File: config.mk
export PLATFORM = sky130hd
export DESIGN_NAME = mcu_control_unit
export DESIGN_NICKNAME = d
export VERILOG_FILES = /design/src/design/mcu_pkg.sv /design/src/design/mcu_control_unit.sv
export SDC_FILE = /design/constraint.sdc
export NUM_CORES = 1
export LEC_CHECK = 0
export BUFFER_PORTS_ARGS = -buffer_cell sky130_fd_sc_hd__buf_2
export CELL_PAD_IN_SITES_DETAIL_PLACEMENT = 0
export CELL_PAD_IN_SITES_GLOBAL_PLACEMENT = 1
export CORE_MARGIN = 2
export CORE_UTILIZATION = 32
export DETAILED_ROUTE_END_ITERATION = 16
export GPL_TIMING_DRIVEN = 1
export PLACE_DENSITY = 0.79
export SYNTH_ARGS = -nofsm -noshare
export SYNTH_HDL_FRONTEND = slang
export SYNTH_SLANG_ARGS = --single-unit
File: constraint.sdc
create_clock -name ref_clk -period 2 [get_ports ref_clk]
set_clock_uncertainty 0.2 [all_clocks]
set_input_delay 0 -clock ref_clk [delete_from_list [all_inputs] [get_ports ref_clk]]
set_output_delay 0 -clock ref_clk [all_outputs]
set_load 0.05 [all_outputs]
File: src/design/mcu_pkg.sv
// Package for the microcoded processor control unit: widths, field layout,
// codes, register selects and the clock frequency.
// Assumes a single 100 MHz clock domain.
package mcu_pkg;
  localparam int CLK_MHZ        = 100;
  localparam int DATA_W         = 16;
  localparam int MWORD_W        = 36;
  localparam int SEQ_W          = 12;
  localparam int CS_AW          = 8;
  localparam int LUT_W          = 8;
  localparam int KEY_W          = 2;
  // Run/halt control register values and bit positions
  localparam logic [1:0] CTL_HALT_BIT = 2'h0;
  localparam logic [1:0] CTL_RUN_BIT  = 2'h1;
  localparam logic [15:0] CTL_START   = 16'h0002;
  localparam logic [15:0] CTL_STEP    = 16'h0003;
  // Slave-side register selects (index on the slave address)
  localparam logic [3:0] SREG_CTL   = 4'h0;
  localparam logic [3:0] SREG_ADDR  = 4'h1;
  localparam logic [3:0] SREG_RECV  = 4'h2;
  localparam logic [3:0] SREG_XMIT  = 4'h3;
  localparam logic [3:0] SREG_MOD   = 4'h4;
  localparam logic [3:0] SREG_KEY   = 4'h5;
  localparam logic [3:0] SREG_SEQ   = 4'h6;
  localparam logic [3:0] SREG_STAT  = 4'h7;
  // Microword field positions (lsb, width)
  localparam int F_SEQ_LSB  = 0;   localparam int F_SEQ_W  = 3;
  localparam int F_TM_LSB   = 3;   // ALU mode bit
  localparam int F_AF_LSB   = 4;   localparam int F_AF_W   = 4;
  localparam int F_Y_LSB    = 8;   localparam int F_Y_W    = 2;
  localparam int F_X_LSB    = 10;  localparam int F_X_W    = 3;
  localparam int F_W_LSB    = 13;  localparam int F_W_W    = 3;
  localparam int F_Z_LSB    = 16;
  localparam int F_LL_LSB   = 17;  localparam int F_LL_W   = 4;
  localparam int F_LH_LSB   = 21;  localparam int F_LH_W   = 4;
  localparam int F_LUE_LSB  = 25;  // Lookup enable
  localparam int F_STE_LSB  = 26;  // Status AND enable
  localparam int F_BUS_LSB  = 27;  localparam int F_BUS_W  = 2;
  localparam int F_EOI_LSB  = 29;  // End of instruction
  localparam int F_EF_LSB   = 30;  localparam int F_EF_W   = 2;
  localparam int F_SH_LSB   = 32;  localparam int F_SH_W   = 2;
  localparam int F_HI_LSB   = 34;  localparam int F_HI_W   = 2;
  localparam logic [1:0] Y_LITERAL = 2'h3;
  // Sequence types
  localparam logic [2:0] SQ_NEXT    = 3'h0;
  localparam logic [2:0] SQ_SPECIAL = 3'h1;
  localparam logic [2:0] SQ_BRANCH  = 3'h2;
  localparam logic [2:0] SQ_MSYNC   = 3'h3;
  // Destination codes
  localparam logic [2:0] W_ONES0 = 3'h0;
  localparam logic [2:0] W_LOOP  = 3'h3;
  localparam logic [2:0] W_ONES4 = 3'h4;
  localparam logic [2:0] W_RF_A  = 3'h5;
  localparam logic [2:0] W_RF_T  = 3'h6;
  localparam logic [2:0] W_RF_E  = 3'h7;
  // Bus operation field
  localparam logic [1:0] BOP_NONE  = 2'h0;
  localparam logic [1:0] BOP_READ  = 2'h1;
  localparam logic [1:0] BOP_WRITE = 2'h2;
  localparam logic [1:0] SH_LEFT   = 2'h1;
  localparam logic [1:0] SH_RIGHT  = 2'h2;
  typedef enum logic [1:0] {
    MCU_HALTED = 2'b00,
    MCU_RUN    = 2'b01,
    MCU_STEP   = 2'b10
  } mcu_state_t;
endpackage : mcu_pkg

File: src/design/mcu_control_unit.sv
// Microcoded processor control unit: run/halt control, bus interface
// holding registers, microstep sequencer with look-ahead fetch.
// Assumes control store and lookup table are external synchronous-free ROMs
// read combinationally; bus abort comes from the bus control unit.
//
// Summary of operation
// RULE_01: Writing 2 to the run/halt register starts the processor running.
// RULE_02: Writing 3 to the run/halt register selects single-step operation.
// RULE_03: Master bus cycles wait for the completion acknowledge before going on.
// RULE_04: Bus control unit aborts missing acknowledges; abort taken as an interrupt.
// RULE_05: Address, receive and shiftable transmit registers, all selectable to ALU mux.
// RULE_06: Two-bit protect key drives address bits 16 and 17 on every access.
// RULE_07: Sixteen-bit modifier register holds instruction fields; bits 3..0 are loop counter.
// RULE_08: Sequencer counter upper four bits read zero; low eight address control store.
// RULE_09: Microword register captures 36-bit word; drives current and next step.
// RULE_10: Each control word decodes into thirteen separate fields.
// RULE_11: Sequence field: next, special, branch, memory synchronize, conditional jump.
// RULE_12: Mode bit zero picks logical ALU operations, one picks arithmetic.
// RULE_13: Low literal feeds ALU literal, branch low bits, or special selection.
// RULE_14: Special bit makes literal fields pick modifier fields for next word.
// RULE_15: Destination codes route ALU result, carry to ones flag, loop count.
// RULE_16: Enabled lookup table output ANDs into next word literal fields.
// RULE_17: Next microword is store output ANDed with enabled lookup and status.
// RULE_18: Next control word is fetched while the current one executes.
// RULE_19: Processor is master when addressing, slave when addressed.
// RULE_20: Primary unit accepts requesting module number in slave mode.
// RULE_21: Run/halt register reachable always; other registers only while halted.
// RULE_22: Bit 0 drives halt flag, bit 1 run flag; both set means single step.
// RULE_23: Halt flag sampled at every instruction end; set means halted.
// RULE_24: Slave access to a locked register ends with the timeout abort.
// RULE_25: The abort interval belongs to the bus control unit, in clock cycles.
//
// The plain strobed port and the address map were decided locally.
`timescale 1ns/1ps
module mcu_control_unit
  import mcu_pkg::*;
#(
  parameter bit IS_PRIMARY = 1'b1
) (
  // Clock and reset
  input  wire logic                 ref_clk,
  input  wire logic                 rst_n,
  // Control store and lookup table
  output logic [CS_AW-1:0]          cs_addr,
  input  wire logic [MWORD_W-1:0]   cs_data,
  output logic [CS_AW-1:0]          lut_addr,
  input  wire logic [LUT_W-1:0]     lut_data,
  input  wire logic [LUT_W-1:0]     status_terms,
  // Arithmetic section
  input  wire logic [DATA_W-1:0]    alu_result,
  input  wire logic                 alu_carry_out_bit,
  output logic [DATA_W-1:0]         alu_mux_addr,
  output logic [DATA_W-1:0]         alu_mux_recv,
  output logic [DATA_W-1:0]         alu_mux_xmit,
  output logic [DATA_W-1:0]         alu_literal,
  output logic [3:0]                alu_func,
  output logic                      alu_arith,
  output logic [1:0]                alu_y_sel,
  output logic [2:0]                rf_sel,
  output logic                      rf_we,
  output logic                      ones_flag,
  output logic [3:0]                loop_count,
  // Software-visible controls
  input  wire logic                 step_req,
  input  wire logic                 key_we,
  input  wire logic [KEY_W-1:0]     key_wdata,
  output logic                      abort_irq,
  output logic [1:0]                run_state,
  // Master bus side
  output logic [DATA_W-1:0]         bus_addr,
  output logic                      key_address_bit_low,
  output logic                      key_address_bit_high,
  output logic [DATA_W-1:0]         bus_wdata,
  output logic                      bus_req,
  output logic                      bus_wr,
  input  wire logic [DATA_W-1:0]    bus_rdata,
  input  wire logic                 bus_done,
  input  wire logic                 bus_quit,
  // Slave register port
  input  wire logic [3:0]           sl_addr,
  input  wire logic [DATA_W-1:0]    sl_wdata,
  input  wire logic                 sl_wr,
  input  wire logic                 sl_rd,
  output logic [DATA_W-1:0]         sl_rdata,
  output logic                      sl_quit,
  input  wire logic [1:0]           sl_req_module,
  output logic [1:0]                req_module
);

  if (MWORD_W != 36 || CS_AW != 8) begin : g_width_check
    $error("mcu_control_unit: unsupported widths");
  end

  function automatic logic [3:0] fld4(input logic [MWORD_W-1:0] w, input int lsb);
    fld4 = w[lsb +: 4];
  endfunction : fld4

  logic [MWORD_W-1:0] mword_r;
  logic [SEQ_W-1:0]   seq_r;
  logic [DATA_W-1:0]  addr_r;
  logic [DATA_W-1:0]  recv_r;
  logic [DATA_W-1:0]  xmit_r;
  logic [DATA_W-1:0]  mod_r;
  logic [KEY_W-1:0]   key_r;
  logic               halt_ff_r;
  logic               run_ff_r;
  logic               ones_r;
  logic               bus_busy_r;
  logic               abort_r;
  logic [DATA_W-1:0]  sl_rdata_r;
  logic               sl_quit_r;
  logic [1:0]         req_mod_r;
  mcu_state_t         state_r;

  // Decoded fields of the current microword
  logic [2:0] f_seq;
  logic       f_tm;
  logic [3:0] f_af;
  logic [1:0] f_y;
  logic [2:0] f_x;
  logic [2:0] f_w;
  logic       f_z;
  logic [3:0] f_ll;
  logic [3:0] f_lh;
  logic       f_lue;
  logic       f_ste;
  logic [1:0] f_bus;
  logic       f_eoi;
  assign f_seq = mword_r[F_SEQ_LSB +: F_SEQ_W]; // [RULE_10] [RULE_11]
  assign f_tm  = mword_r[F_TM_LSB];
  assign f_af  = fld4(mword_r, F_AF_LSB);
  assign f_y   = mword_r[F_Y_LSB +: F_Y_W];
  assign f_x   = mword_r[F_X_LSB +: F_X_W];
  assign f_w   = mword_r[F_W_LSB +: F_W_W];
  assign f_z   = mword_r[F_Z_LSB];
  assign f_ll  = fld4(mword_r, F_LL_LSB);
  assign f_lh  = fld4(mword_r, F_LH_LSB);
  assign f_lue = mword_r[F_LUE_LSB];
  assign f_ste = mword_r[F_STE_LSB];
  assign f_bus = mword_r[F_BUS_LSB +: F_BUS_W];
  assign f_eoi = mword_r[F_EOI_LSB];

  logic running;
  logic bus_wait;
  logic advance;
  logic at_eoi;
  assign running  = (state_r != MCU_HALTED);
  // Sequencer holds while a master cycle is outstanding
  assign bus_wait = bus_busy_r && !bus_done && !bus_quit; // [RULE_03]
  assign advance  = running && !bus_wait && (state_r != MCU_STEP || step_req);
  assign at_eoi   = advance && f_eoi;

  // Next address: branch types take low literal as low bits
  logic [CS_AW-1:0] next_addr;
  logic             cond_ok;
  assign cond_ok = |(status_terms & {f_lh, f_ll});
  always_comb begin
    next_addr = seq_r[CS_AW-1:0] + 8'h01;
    case (f_seq)
      SQ_NEXT, SQ_SPECIAL, SQ_MSYNC: next_addr = seq_r[CS_AW-1:0] + 8'h01;
      SQ_BRANCH: next_addr = {f_lh, f_ll}; // [RULE_13]
      default: begin
        if (cond_ok) next_addr = {f_lh, f_ll}; // [RULE_11]
      end
    endcase
  end

  // Look-ahead: store is addressed by the next step during execution
  assign cs_addr = next_addr; // [RULE_18]

  // Lookup address from modifier field chosen by the low literal, or from the low literal when the special bit is clear
  logic [3:0] lut_low;
  always_comb begin
    case (f_ll[1:0])
      2'h0: lut_low = mod_r[3:0];
      2'h1: lut_low = mod_r[7:4];
      2'h2: lut_low = mod_r[11:8];
      default: lut_low = mod_r[15:12];
    endcase
  end
  assign lut_addr = {f_lh, (f_z ? lut_low : f_ll)}; // [RULE_16] [RULE_13]

  // Literal modifier applied to the next word
  logic [LUT_W-1:0]   lit_mask;
  logic [MWORD_W-1:0] mword_nxt;
  always_comb begin
    lit_mask = 8'hFF;
    if (f_lue) lit_mask = lit_mask & lut_data; // [RULE_16]
    if (f_ste) lit_mask = lit_mask & status_terms; // [RULE_17]
    if (f_z) lit_mask = lit_mask & {mod_r[7:4], lut_low}; // [RULE_14]
    mword_nxt = cs_data;
    mword_nxt[F_LL_LSB +: F_LL_W] = cs_data[F_LL_LSB +: F_LL_W] & lit_mask[3:0]; // [RULE_17]
    mword_nxt[F_LH_LSB +: F_LH_W] = cs_data[F_LH_LSB +: F_LH_W] & lit_mask[7:4];
  end

  // Sequencer and microword register
  always_ff @(posedge ref_clk) begin
    if (!rst_n) begin
      seq_r   <= '0;
      mword_r <= '0;
    end else if (advance) begin
      seq_r   <= {4'h0, next_addr}; // [RULE_08]
      mword_r <= mword_nxt; // [RULE_09]
    end
  end

  // Run/halt control and processor state
  logic ctl_wr;
  assign ctl_wr = sl_wr && (sl_addr == SREG_CTL); // [RULE_21]
  always_ff @(posedge ref_clk) begin
    if (!rst_n) begin
      halt_ff_r <= 1'b1;
      run_ff_r  <= 1'b0;
    end else if (ctl_wr) begin
      halt_ff_r <= sl_wdata[CTL_HALT_BIT]; // [RULE_22]
      run_ff_r  <= sl_wdata[CTL_RUN_BIT];
    end
  end

  always_ff @(posedge ref_clk) begin
    if (!rst_n) begin
      state_r <= MCU_HALTED;
    end else begin
      case (state_r)
        MCU_HALTED: begin
          if (run_ff_r && halt_ff_r) state_r <= MCU_STEP; // [RULE_02]
          else if (run_ff_r) state_r <= MCU_RUN; // [RULE_01]
        end
        MCU_RUN, MCU_STEP: begin
          // Halt flag alone is honoured at an instruction boundary; clearing both flags halts at once
          if (at_eoi && halt_ff_r && !run_ff_r) state_r <= MCU_HALTED; // [RULE_23]
          else if (!run_ff_r && !halt_ff_r) state_r <= MCU_HALTED;
          else if (run_ff_r && halt_ff_r) state_r <= MCU_STEP;
          else if (run_ff_r) state_r <= MCU_RUN;
        end
        default: state_r <= MCU_HALTED;
      endcase
    end
  end

  // Destination routing
  logic load_addr;
  logic load_xmit;
  logic load_mod;
  assign load_addr = advance && (f_w == W_RF_A); // [RULE_15]
  assign load_xmit = advance && (f_w == W_RF_T);
  assign load_mod  = advance && (f_w == W_RF_E);
  assign rf_we     = advance && (f_w >= W_RF_A);

  always_ff @(posedge ref_clk) begin
    if (!rst_n) begin
      ones_r <= 1'b0;
    end else if (advance && (f_w == W_ONES0 || f_w == W_ONES4)) begin
      ones_r <= alu_carry_out_bit; // [RULE_15]
    end
  end

  always_ff @(posedge ref_clk) begin
    if (!rst_n) addr_r <= '0;
    else if (load_addr) addr_r <= alu_result; // [RULE_05]
    else if (!running && sl_wr && sl_addr == SREG_ADDR) addr_r <= sl_wdata;
  end

  always_ff @(posedge ref_clk) begin
    if (!rst_n) begin
      xmit_r <= '0;
    end else if (load_xmit) begin
      xmit_r <= alu_result;
    end else if (advance && mword_r[F_SH_LSB +: F_SH_W] == SH_LEFT) begin
      xmit_r <= {xmit_r[DATA_W-2:0], 1'b0}; // [RULE_05]
    end else if (advance && mword_r[F_SH_LSB +: F_SH_W] == SH_RIGHT) begin
      xmit_r <= {1'b0, xmit_r[DATA_W-1:1]};
    end else if (!running && sl_wr && sl_addr == SREG_XMIT) begin
      xmit_r <= sl_wdata;
    end
  end

  always_ff @(posedge ref_clk) begin
    if (!rst_n) begin
      mod_r <= '0;
    end else if (load_mod) begin
      mod_r <= alu_result; // [RULE_07]
    end else if (advance && f_w == W_LOOP) begin
      mod_r[3:0] <= alu_result[3:0]; // [RULE_15]
    end else if (!running && sl_wr && sl_addr == SREG_MOD) begin
      mod_r <= sl_wdata;
    end
  end

  always_ff @(posedge ref_clk) begin
    if (!rst_n) key_r <= '0;
    else if (key_we) key_r <= key_wdata;
    else if (!running && sl_wr && sl_addr == SREG_KEY) key_r <= sl_wdata[KEY_W-1:0];
  end

  // Master bus cycle
  logic bus_start;
  assign bus_start = advance && (f_bus == BOP_READ || f_bus == BOP_WRITE); // [RULE_19]
  always_ff @(posedge ref_clk) begin
    if (!rst_n) begin
      bus_busy_r <= 1'b0;
      bus_wr     <= 1'b0;
    end else if (bus_start) begin
      bus_busy_r <= 1'b1;
      bus_wr     <= (f_bus == BOP_WRITE);
    end else if (bus_done || bus_quit) begin
      bus_busy_r <= 1'b0; // [RULE_03] [RULE_04]
      bus_wr     <= 1'b0;
    end
  end

  always_ff @(posedge ref_clk) begin
    if (!rst_n) recv_r <= '0;
    else if (bus_busy_r && bus_done && !bus_wr) recv_r <= bus_rdata; // [RULE_05]
  end

  // Abort raised as an interrupt; held until the next end of instruction
  always_ff @(posedge ref_clk) begin
    if (!rst_n) abort_r <= 1'b0;
    else if (bus_busy_r && bus_quit) abort_r <= 1'b1; // [RULE_04]
    else if (at_eoi) abort_r <= 1'b0;
  end

  // Slave reads; locked registers answer with the abort
  logic sl_ok;
  assign sl_ok = (sl_addr == SREG_CTL) || !running; // [RULE_21]
  always_ff @(posedge ref_clk) begin
    if (!rst_n) begin
      sl_rdata_r <= '0;
      sl_quit_r  <= 1'b0;
    end else begin
      sl_quit_r  <= (sl_rd || sl_wr) && !sl_ok; // [RULE_24]
      sl_rdata_r <= '0;
      if (sl_rd && sl_ok) begin
        case (sl_addr)
          SREG_CTL:  sl_rdata_r <= {14'h0000, run_ff_r, halt_ff_r};
          SREG_ADDR: sl_rdata_r <= addr_r;
          SREG_RECV: sl_rdata_r <= recv_r;
          SREG_XMIT: sl_rdata_r <= xmit_r;
          SREG_MOD:  sl_rdata_r <= mod_r;
          SREG_KEY:  sl_rdata_r <= {14'h0000, key_r};
          SREG_SEQ:  sl_rdata_r <= {4'h0, seq_r};
          SREG_STAT: sl_rdata_r <= {12'h000, abort_r, ones_r, state_r};
          default:   sl_rdata_r <= '0;
        endcase
      end
    end
  end

  // Primary unit latches requesting module number
  always_ff @(posedge ref_clk) begin
    if (!rst_n) req_mod_r <= '0;
    else if (IS_PRIMARY && sl_rd && sl_addr == SREG_STAT) req_mod_r <= sl_req_module; // [RULE_20]
  end

  assign alu_mux_addr         = addr_r; // [RULE_05]
  assign alu_mux_recv         = recv_r;
  assign alu_mux_xmit         = xmit_r;
  assign alu_literal          = (f_y == Y_LITERAL) ? {8'h00, f_lh, f_ll} : 16'h0000; // [RULE_13]
  assign alu_func             = f_af; // [RULE_12]
  assign alu_arith            = f_tm;
  assign alu_y_sel            = f_y;
  assign rf_sel               = f_x;
  assign ones_flag            = ones_r;
  assign loop_count           = mod_r[3:0]; // [RULE_07]
  assign abort_irq            = abort_r;
  assign run_state            = state_r;
  assign bus_addr             = addr_r;
  assign key_address_bit_low  = key_r[0]; // [RULE_06]
  assign key_address_bit_high = key_r[1];
  assign bus_wdata            = xmit_r;
  assign bus_req              = bus_busy_r;
  assign sl_rdata             = sl_rdata_r;
  assign sl_quit              = sl_quit_r;
  assign req_module           = req_mod_r;

endmodule : mcu_control_unit

==> out/summary.txt, run 1 <==
Outcome: complete, but fails checks
Violated checks: setup timing
Worst-path clk slew: 60 ps
Slew @ Worst Pin: 639 ps
Die area: 24,000 um^2
Starting Density: 0.324
Met1 usage: 0.324
Share of cells above drive strength 1: 0.468
First-pass GRT wire length: 47,700 um
R2R setup slack: -180 ps
GR peak layer: met2
Largest area contributor in the netlist: dfxtp_1
CP delay by family, top: compound AO/OA/AOI/OAI gates
Post-Route Setup TNS: -7990 ps
Yosys top cell area share: 0.365
Slew Limit Fails: 0
Die height: 155 um
CTS tree: done
WL/cell: 20.5 um
Seq/Total Area, Yosys: 0.365
Unrepaired setup endpoints after global routing: true
Critical path class: register to output pin
DRT Pass-1 Iters: 6
Clk root buf: clkbuf_16
Max incr delay on CP: 330 ps
Initial antenna violation count: 0
Initial DRC count: 619
Max-cap violations: 0
Synth Area in Adders: 0.00857
Logic gate share of total power: 0.141
Clk pwr share: 0.469
Cell area after synthesis: 7300 um^2
Mean Syn Cell Area: 8.14 um^2
Ys flop type: dfxtp_1
P_int: 5.03 mW
Vias in the first global route: 8,333
Worst endpoint required time: 1800 ps
Critical Path Start: mword_r[22]
Post-synthesis mux area share: 0.0883
Site Rows: 55
EDFF count, synth: 0
Number of nets with antenna violations after routing: 0
Final Hold Violating Endpoints: 0
Hold path start: sl_addr[0]
RR Startpoint: run_state[0]
Clk Latency, worst-skew pair: 430 ps
Main combinational cell family by area after synthesis: compound AO/OA/AOI/OAI gates
Synth Area in Compound Gates: 0.237
Crit path DAT: 2030 ps
CTS sink count: 133
Peak VDD IR: 0.496 mV
Simple-Gate Fraction of Synth Area: 0.189
Distinct cell type count of the synthesized netlist: 60
WP buf/inv: 2
Largest net degree at the start of global routing: 63
#FFs+latches synth: 133
CP Launch Type: register
Fin nets: 1,426
Vias: 8,647
Routed WL: 32,800 um
Synth area leaders: dfxtp_1, nand2_1, a21oi_1
Chip Width: 155 um
Dpl hpwl: 21,100 um
Global route overflow: 0
Switch Pwr: 1.92 mW
Crit. End Element: output pin
M3 GR Usage: 0.0487
Final clock period utilization by the worst path: 1.11
Post-synthesis xor/xnor area fraction: 0.00600
Slew headroom: 0.574
Worst-path cell chain: a22oi_2, nand4_1, a21oi_4, buf_6, mux2_4, buf_8
Crit path setup slack, layout: -229 ps
Final setup violation count: 80
Crit-path slowest cell: dfxtp_1
Asr flop ratio synth: 0
Post-synthesis cell count: 897
GR Layer Usage met2: 0.432
CTS max path bufs: 2
Sw frac: 0.276
Leak Pwr: 5.35 nW
YS warnings: 0
Htree depth: 4
HP Class: input port to register
IO Count: 271
Synthesis-to-layout area growth: 75.8%
Tot GR Track Use: 0.255
Port-buffer cells: 258
Pre-CTS setup slack: -141 ps
Fin crit period: 2230 ps
Reg power frac: 0.391
DRC viols: 0
Number of buffers created by CTS: 17
Core ar.: 22,500 um^2
Final total power: 6.95 mW
Gpl congestion: 0.883
# fillers: 1,950
Vias/cell: 5.39
PwrDens: 542 nW/um^2
Crit Path Max Fanout: 4
Max Clock Freq: 0.449 GHz
placed cells by master (no fill, tap or decap), types with 11 or more instances in the layout:
cell type / n
buf_2: 244
a211oi_2: 23
and3_1: 20
nand2_4: 11
buf_4: 60
nor2_1: 35
buf_12: 18
buf_6: 35
nand2_1: 109
dfxtp_1: 122
a22oi_1: 29
a21oi_1: 51
dlygate4sd3_1: 127
a21oi_4: 11
a31oi_1: 22
clkbuf_16: 23
mux2i_1: 42
o21ai_1: 12
nand3_1: 15
a21oi_2: 29
o21ai_0: 14
nor2_4: 31
cell type report:
type / instances / area [um^2] / area share
Tap cell: 285 / 357 / 0.0278
Timing Repair Buffer: 506 / 4190 / 0.327
Inverter: 10 / 41.3 / 0.00322
Sequential cell: 133 / 2690 / 0.209
Clock inverter: 13 / 146 / 0.0114
Multi-Input combinational cell: 636 / 4950 / 0.386
Antenna cell: 1 / 2.50 / 0.000195
Clock buffer: 19 / 454 / 0.0354
registers in the layout (all words and copies together), names as in the netlist, 8 cells and up:
signal,count
alu_mux_addr,16
mword_r,32
alu_mux_xmit,16
alu_mux_recv,16
sl_rdata,16
mod_r,16
seq_r,8
tightest hold or removal path: cells and delay by family:
family / cells / cell delay (ps)
AOI/OAI and AO/OA: 2 / 260
buffers and inverters: 1 / 240
and+or+nand+nor: 1 / 100
cells by family after synthesis:
kind of cell	after synthesis
mux	58
simple gates	290
buf+inv	135
xor+xnor	5
compound gates	270
other cells	1
fa+ha+maj	5
flops	133
power by group through the flow:
stage                     clock (mW)  sequential, mW  combinational (mW)
after floorplan                    0            2.81               0.367
after global placement             0            2.77               0.668
after detailed placement           0            2.77               0.670
after CTS                       3.29            2.71               0.911
after global routing            3.38            2.72                1.03
final                           3.26            2.72               0.979
through the flow:
step / hold slack (ps) / util / std cells / area, um^2
after global placement: 28.5 / 0.407 / 1394 / 9160
after global routing: 56.9 / 0.570 / 1602 / 12800
after CTS: 0.686 / 0.537 / 1591 / 12100
after detailed placement: 46.4 / 0.407 / 1394 / 9160
final: 22.5 / 0.570 / 1603 / 12800
after floorplan: -64.0 / - / 904 / 7640
synthesized netlist by cell type, types with 5 or more instances:
cell type	instances
dfxtp_1	133
nor3_1	7
o21ai_0	25
clkbuf_1	47
ha_1	5
nand3b_1	5
mux2i_1	43
a31oi_1	24
o21ai_1	6
and3_1	23
nor2_1	74
buf_4	58
o221ai_1	6
buf_2	12
a21oi_1	91
nand2_1	128
nand2b_1	6
a211oi_1	31
mux2_2	10
a22oi_1	39
o22ai_1	9
nand3_1	15
inv_1	10
a21boi_0	10
timing repair:
item,4_1_cts,5_1_grt
gates resized for setup,144,171
hold endpoints to repair,128,0
setup endpoints to repair,61,109
pin swaps,38,32
hold buffers,127,0
cloned,13,6
buffers inserted,25,12
final timing paths:
path / endpoint / cells after the start
max: cs_addr[1] / 6
min: sl_rdata[3] / 4
max reg2reg: alu_mux_xmit[1] / 10
min reg2reg: mword_r[3] / 2
metal layers:
metal / up-vias / routed length (um)
met4: 0 / 1010
li1: 4001 / -
met5: - / 0
met1: 4186 / 13500
met2: 401 / 16000
met3: 59 / 2340
Note: power is estimated with default switching activity, not from simulation.
==> inputs of run 2 (changes only) <==
--- a/config.mk
+++ b/config.mk
@@ -9,10 +9,10 @@
 export CELL_PAD_IN_SITES_DETAIL_PLACEMENT = 0
 export CELL_PAD_IN_SITES_GLOBAL_PLACEMENT = 1
 export CORE_MARGIN = 2
-export CORE_UTILIZATION = 32
+export CORE_UTILIZATION = 30
 export DETAILED_ROUTE_END_ITERATION = 16
 export GPL_TIMING_DRIVEN = 1
-export PLACE_DENSITY = 0.79
+export PLACE_DENSITY = 0.75
 export SYNTH_ARGS = -nofsm -noshare
 export SYNTH_HDL_FRONTEND = slang
 export SYNTH_SLANG_ARGS = --single-unit
==> run 2 against run 1 <==
  * The flow still finishes with violations (setup timing)
  * Sequential cell count did not move
  * Maximum frequency grew 0.66%
  * Non-clock buffer count increased by 8
  * Sequential power about the same
  * Clock power up 5%
  * Final cell count grew 2.9%
  * Die area grew 6.5%
  * Critical path depth is 1 higher
==> out/summary.txt, run 2 (synthesis results as in run 1) <==
Outcome: complete, but fails checks
Violated checks: setup timing
Largest reg by FF count: mword_r
Die area: 25,600 um^2
Tot GR Track Use: 0.243
Fin crit period: 2210 ps
PwrDens: 541 nW/um^2
Max incr delay on CP: 320 ps
Site Rows: 57
HP Class: input port to register
Dpl hpwl: 21,100 um
Peak VDD IR: 0.516 mV
CP most frequent cell: buf_6
Slew @ Worst Pin: 1260 ps
# fillers: 2,165
Slew Limit Fails: 0
Starting Density: 0.303
Port-buffer cells: 258
Initial antenna violation count: 0
CTS tree: done
Worst endpoint required time: 1800 ps
Vias: 8,782
Vias in the first global route: 8,474
Commonest cells after routing, fill and taps aside: buf_2, dlygate4sd3_1, dfxtp_1
WP buf/inv: 2
Most common cell after layout, fill and taps aside: buf_2
CTS sink count: 133
Clk root buf: clkbuf_16
Max Clock Freq: 0.452 GHz
Final clock period utilization by the worst path: 1.11
Unrepaired setup endpoints after global routing: true
Number of buffers created by CTS: 17
Fin nets: 1,434
CP Launch Type: register
Final Hold Violating Endpoints: 0
Worst-path cell chain: a22oi_2, nand4_1, a21oi_4, buf_6, nor2_4, a31oi_4, buf_6
Max-cap violations: 0
Initial DRC count: 679
Leak Pwr: 5.43 nW
Hold slack final: 60.0 ps
WL/cell: 20.7 um
Crit-path slowest cell: dfxtp_1
Gpl congestion: 0.864
Number of nets with antenna violations after routing: 0
DRC viols: 0
IO Count: 271
R2R setup slack: -200 ps
CTS max path bufs: 2
Routed WL: 34,200 um
Largest net degree at the start of global routing: 94
Vias/cell: 5.32
Share of cells above drive strength 1: 0.494
DRT Pass-1 Iters: 5
Die height: 160 um
First-pass GRT wire length: 48,400 um
Core ar.: 24,100 um^2
Global route overflow: 0
Crit Path Max Fanout: 7
Htree depth: 4
Critical path class: register to output pin
Placed cell count: 1,431
Crit path setup slack, layout: -215 ps
Final setup violation count: 104
Chip Width: 160 um
Synthesis-to-layout area growth: 80.8%
Crit. End Element: output pin
Worst-path clk slew: 60 ps
Post-Layout Cell Count: 1,650
Clk Latency, worst-skew pair: 430 ps
CP delay by family, top: compound AO/OA/AOI/OAI gates
Max reg flops: 32
Slew headroom: 0.159
Crit path DAT: 2010 ps
## run 2: cell count changes in the layout (fill, tap and decap cells not counted), moves of 5 or more
| cell | change |
|---|---|
| nand2_2 | +11 |
| buf_8 | +7 |
| buf_6 | -10 |
| o21ai_1 | -5 |
| buf_12 | +6 |
| a21oi_2 | +12 |
| buf_16 | -5 |
| a21oi_1 | -14 |
| nand2_1 | -12 |
## run 2: final timing paths
| kind | start | endpoint | cells after the start |
|---|---|---|---|
| max reg2reg | run_state[0] | alu_mux_xmit[15] | 9 |
| min reg2reg | mword_r[27] | mword_r[27] | 2 |
| min | sl_addr[2] | halt_ff_r | 5 |
| max | mword_r[20] | cs_addr[7] | 7 |
## run 2: area by class of cell
| class | instances | area, um^2 | share of cell area |
|---|---|---|---|
| Antenna cell | 1 | 2.50 | 0.000190 |
| Clock buffer | 19 | 443 | 0.0336 |
| Clock inverter | 13 | 180 | 0.0137 |
| Inverter | 10 | 41.3 | 0.00313 |
| Multi-Input combinational cell | 636 | 5110 | 0.387 |
| Sequential cell | 133 | 2680 | 0.203 |
| Tap cell | 324 | 405 | 0.0307 |
| Timing Repair Buffer | 514 | 4330 | 0.328 |
## run 2: worst reg2reg max path, delay by kind of cell, from the launching register on
kind | cells | cell delay (ps)
fa+ha+maj | 1 | 180
simple gates | 1 | 500
compound gates | 3 | 360
buf+inv | 4 | 500
flops | 1 | 360
## run 2: per-layer routing
| metal | track usage | wire length [um] | up-vias |
|---|---|---|---|
| met5 | 0 | 0 | - |
| met4 | 0.0880 | 903 | 0 |
| met3 | 0.0462 | 2440 | 68 |
| met2 | 0.405 | 16900 | 413 |
| met1 | 0.312 | 13900 | 4277 |
| li1 | - | - | 4024 |
## run 2: metrics by stage
step | cell area [um^2] | power [mW] | setup TNS (ps) | util | worst slack [ps]
after global placement | 9240 | 3.45 | -2120 | 0.383 | -121
after detailed placement | 9240 | 3.46 | -3030 | 0.383 | -136
final | 13200 | 7.14 | -10070 | 0.547 | -215
after floorplan | 7640 | 3.18 | -6970 | - | -146
after global routing | 13200 | 7.33 | -16720 | 0.547 | -314
after CTS | 12000 | 7.06 | -5840 | 0.497 | -179
## run 2: timing repair
item	4_1_cts	5_1_grt
hold buffers	129	0
setup endpoints to repair	75	120
setup buffers	29	13
gates cloned	8	12
resized for setup	116	232
pin swaps	32	47
hold endpoints to repair	120	0
## run 2: power breakdown
part | switching [mW] | total (mW) | internal [mW]
Combinational | 0.566 | 1.01 | 0.446
Sequential | 0.0425 | 2.72 | 2.68
Clock | 1.29 | 3.41 | 2.12
Total | 1.90 | 7.14 | 5.24
==> inputs of run 3 (changes only) <==
--- a/config.mk
+++ b/config.mk
@@ -8,11 +8,12 @@
 export BUFFER_PORTS_ARGS = -buffer_cell sky130_fd_sc_hd__buf_2
 export CELL_PAD_IN_SITES_DETAIL_PLACEMENT = 0
 export CELL_PAD_IN_SITES_GLOBAL_PLACEMENT = 1
+export CORE_ASPECT_RATIO = 0.5
 export CORE_MARGIN = 2
 export CORE_UTILIZATION = 30
 export DETAILED_ROUTE_END_ITERATION = 16
 export GPL_TIMING_DRIVEN = 1
-export PLACE_DENSITY = 0.75
+export PLACE_DENSITY = 0.74
 export SYNTH_ARGS = -nofsm -noshare
 export SYNTH_HDL_FRONTEND = slang
 export SYNTH_SLANG_ARGS = --single-unit
==> constraint.sdc (replaced) <==
create_clock -name ref_clk -period 2 [get_ports ref_clk]
set_clock_uncertainty 0.2 [all_clocks]
set_input_delay 0.3 -clock ref_clk [delete_from_list [all_inputs] [get_ports ref_clk]]
set_output_delay 0.3 -clock ref_clk [all_outputs]
set_load 0.05 [all_outputs]
==> run 3 against run 2 <==
  * The run still ends with setup timing left
  * Sequential cell count unchanged
  * Non-clock buffer count down 43
  * Sequential power about the same
  * Worst setup slack worse by 270 ps
  * Clock-buffer cell count down 1
  * First-iteration DRC count down 8.5%
  * Die area up 0.30%
  * Sequential share of layout area up 0.82 points
  * Register-to-register slack about the same
  * Via count down 4.3%
  * Total power down 0.91%
  * Combinational power down 6%
==> out/summary.txt, run 3 (synthesis results as in run 1) <==
Outcome: complete, but fails checks
Violated checks: setup timing
Commonest cells after routing, fill and taps aside: buf_2, dfxtp_1, nand2_1
Slew Limit Fails: 0
Site Rows: 40
Ant diodes: 0
Fin nets: 1,391
Unrepaired setup endpoints after global routing: true
Worst-path cell chain: a22oi_2, nand4_1, a21oi_4, buf_6, mux2_4, buf_8
Logic gate share of total power: 0.134
Initial DRC count: 621
Port-buffer cells: 258
Die height: 114 um
Design area: 12,700 um^2
Reg power frac: 0.384
HP Class: input port to register
Pre-CTS setup slack: -205 ps
CTS tree: done
Worst endpoint required time: 1500 ps
Hold path endpoint: run_ff_r
CTS sink count: 133
CP delay by family, top: compound AO/OA/AOI/OAI gates
Sw frac: 0.268
IO Count: 271
PwrDens: 557 nW/um^2
CTS max path bufs: 2
Crit path DAT: 1980 ps
Number of nets with antenna violations after routing: 0
Chip Width: 225 um
# fillers: 2,191
Tot GR Track Use: 0.238
Dpl hpwl: 22,100 um
Synthesis-to-layout area growth: 74.0%
Crit path setup slack, layout: -482 ps
Worst-path clk slew: 60 ps
Final Hold Violating Endpoints: 0
Crit Path Max Fanout: 3
Critical path class: register to output pin
Most common cell after layout, fill and taps aside: buf_2
Initial antenna violation count: 0
Max Clock Freq: 0.403 GHz
Vias: 8,403
Global route overflow: 0
WL/cell: 20.2 um
Htree depth: 4
First-pass GRT wire length: 46,600 um
R2R depth: 10
Largest net degree at the start of global routing: 94
Slew @ Worst Pin: 576 ps
Final setup violation count: 115
Clk Latency, worst-skew pair: 430 ps
Max-cap violations: 0
Slew headroom: 0.616
Max reg flops: 32
Crit. End Element: output pin
Register Area: 2680 um^2
Peak VDD IR: 0.428 mV
Post-Route Setup TNS: -15,190 ps
Gpl congestion: 0.903
RR Startpoint: run_state[0]
DRT Pass-1 Iters: 5
R2R setup slack: -200 ps
Switch Pwr: 1.90 mW
Crit-path slowest cell: dfxtp_2
WP buf/inv: 2
Fin crit period: 2480 ps
Core ar.: 23,900 um^2
Total area of multi-input combinational cells: 5140 um^2
CP Launch Type: register
R2r endpoint: alu_mux_xmit[15]
Starting Density: 0.305
Die area: 25,700 um^2
DRC viols: 0
Largest reg by FF count: mword_r
Number of buffers created by CTS: 17
Final clock period utilization by the worst path: 1.24
Routed WL: 32,200 um
Hold path start: sl_wdata[1]
Hold Crit Depth: 3
Max incr delay on CP: 330 ps
Share of cells above drive strength 1: 0.520
P_int: 5.18 mW
Leak Pwr: 5.22 nW
Vias in the first global route: 8,189
Clk pwr share: 0.483
Clk root buf: clkbuf_16
Area after DPL: 9640 um^2
Vias/cell: 5.26
## run 3: cell types whose count changed in the layout (fill, tap and decap cells not counted), sizes merged, moves of 2 or more
cell and delta:
dlygate4sd3 -65, clkinv -2, inv +4, buf +30
clkbuf -9
## run 3: worst max path at each step
stage / start / to / cells past startpoint
6_report: mword_r[20] / cs_addr[1] / 6
5_1_grt: mword_r[19] / cs_addr[1] / 6
4_1_cts: mword_r[20] / cs_addr[7] / 8
3_5_place_dp: status_terms[3] / cs_addr[5] / 8
3_3_place_gp: status_terms[3] / cs_addr[5] / 8
2_1_floorplan: run_state[0] / rf_we / 7
## run 3: per-layer routing
metal,up-vias,GRT usage,share of wire
li1,3916,-,-
met1,4159,0.294,0.43
met2,277,0.400,0.49
met3,51,0.0636,0.064
met4,0,0.0901,0.024
met5,-,0,0
## run 3: what timing repair did
item | 4_1_cts | 5_1_grt
hold buffers | 64 | 0
endpoints found under the setup margin | 82 | 118
gates resized for setup | 156 | 149
setup buffers | 19 | 10
cloned | 13 | 4
pin swaps | 35 | 31
endpoints found under the hold margin | 74 | 0
## run 3: power groups by stage
stage	clock network (mW)	logic [mW]	registers, mW
final	3.41	0.947	2.71
after global routing	3.57	0.995	2.72
after CTS	3.46	0.893	2.71
after detailed placement	0	0.718	2.77
after global placement	0	0.712	2.77
after floorplan	0	0.378	2.82
## run 3: worst register-to-register path, cell delays in order, from the launching register on
cell      delay [ps]
dfxtp_4          360
inv_4             40
buf_6            110
ha_4             160
buf_6            120
or3_4            460
buf_12           190
buf_12           160
a21oi_2           90
a21oi_1           50
a211oi_1         180
## run 3: stage by stage
stage / total power, mW / hold slack [ps] / utilization / std cells
6_report: 7.07 / 16.5 / 0.531 / 1597
5_1_grt: 7.28 / 10.1 / 0.531 / 1597
4_1_cts: 7.06 / 0.653 / 0.501 / 1590
3_5_place_dp: 3.49 / 247 / 0.403 / 1462
3_3_place_gp: 3.48 / 238 / 0.403 / 1462
2_1_floorplan: 3.19 / 234 / - / 904
## run 3: layout make-up
class / count / share of cell area
Inverter: 10 / 0.00315
Clock buffer: 18 / 0.0338
Multi-Input combinational cell: 636 / 0.405
Tap cell: 315 / 0.0310
Clock inverter: 14 / 0.0157
Sequential cell: 133 / 0.211
Timing Repair Buffer: 471 / 0.301
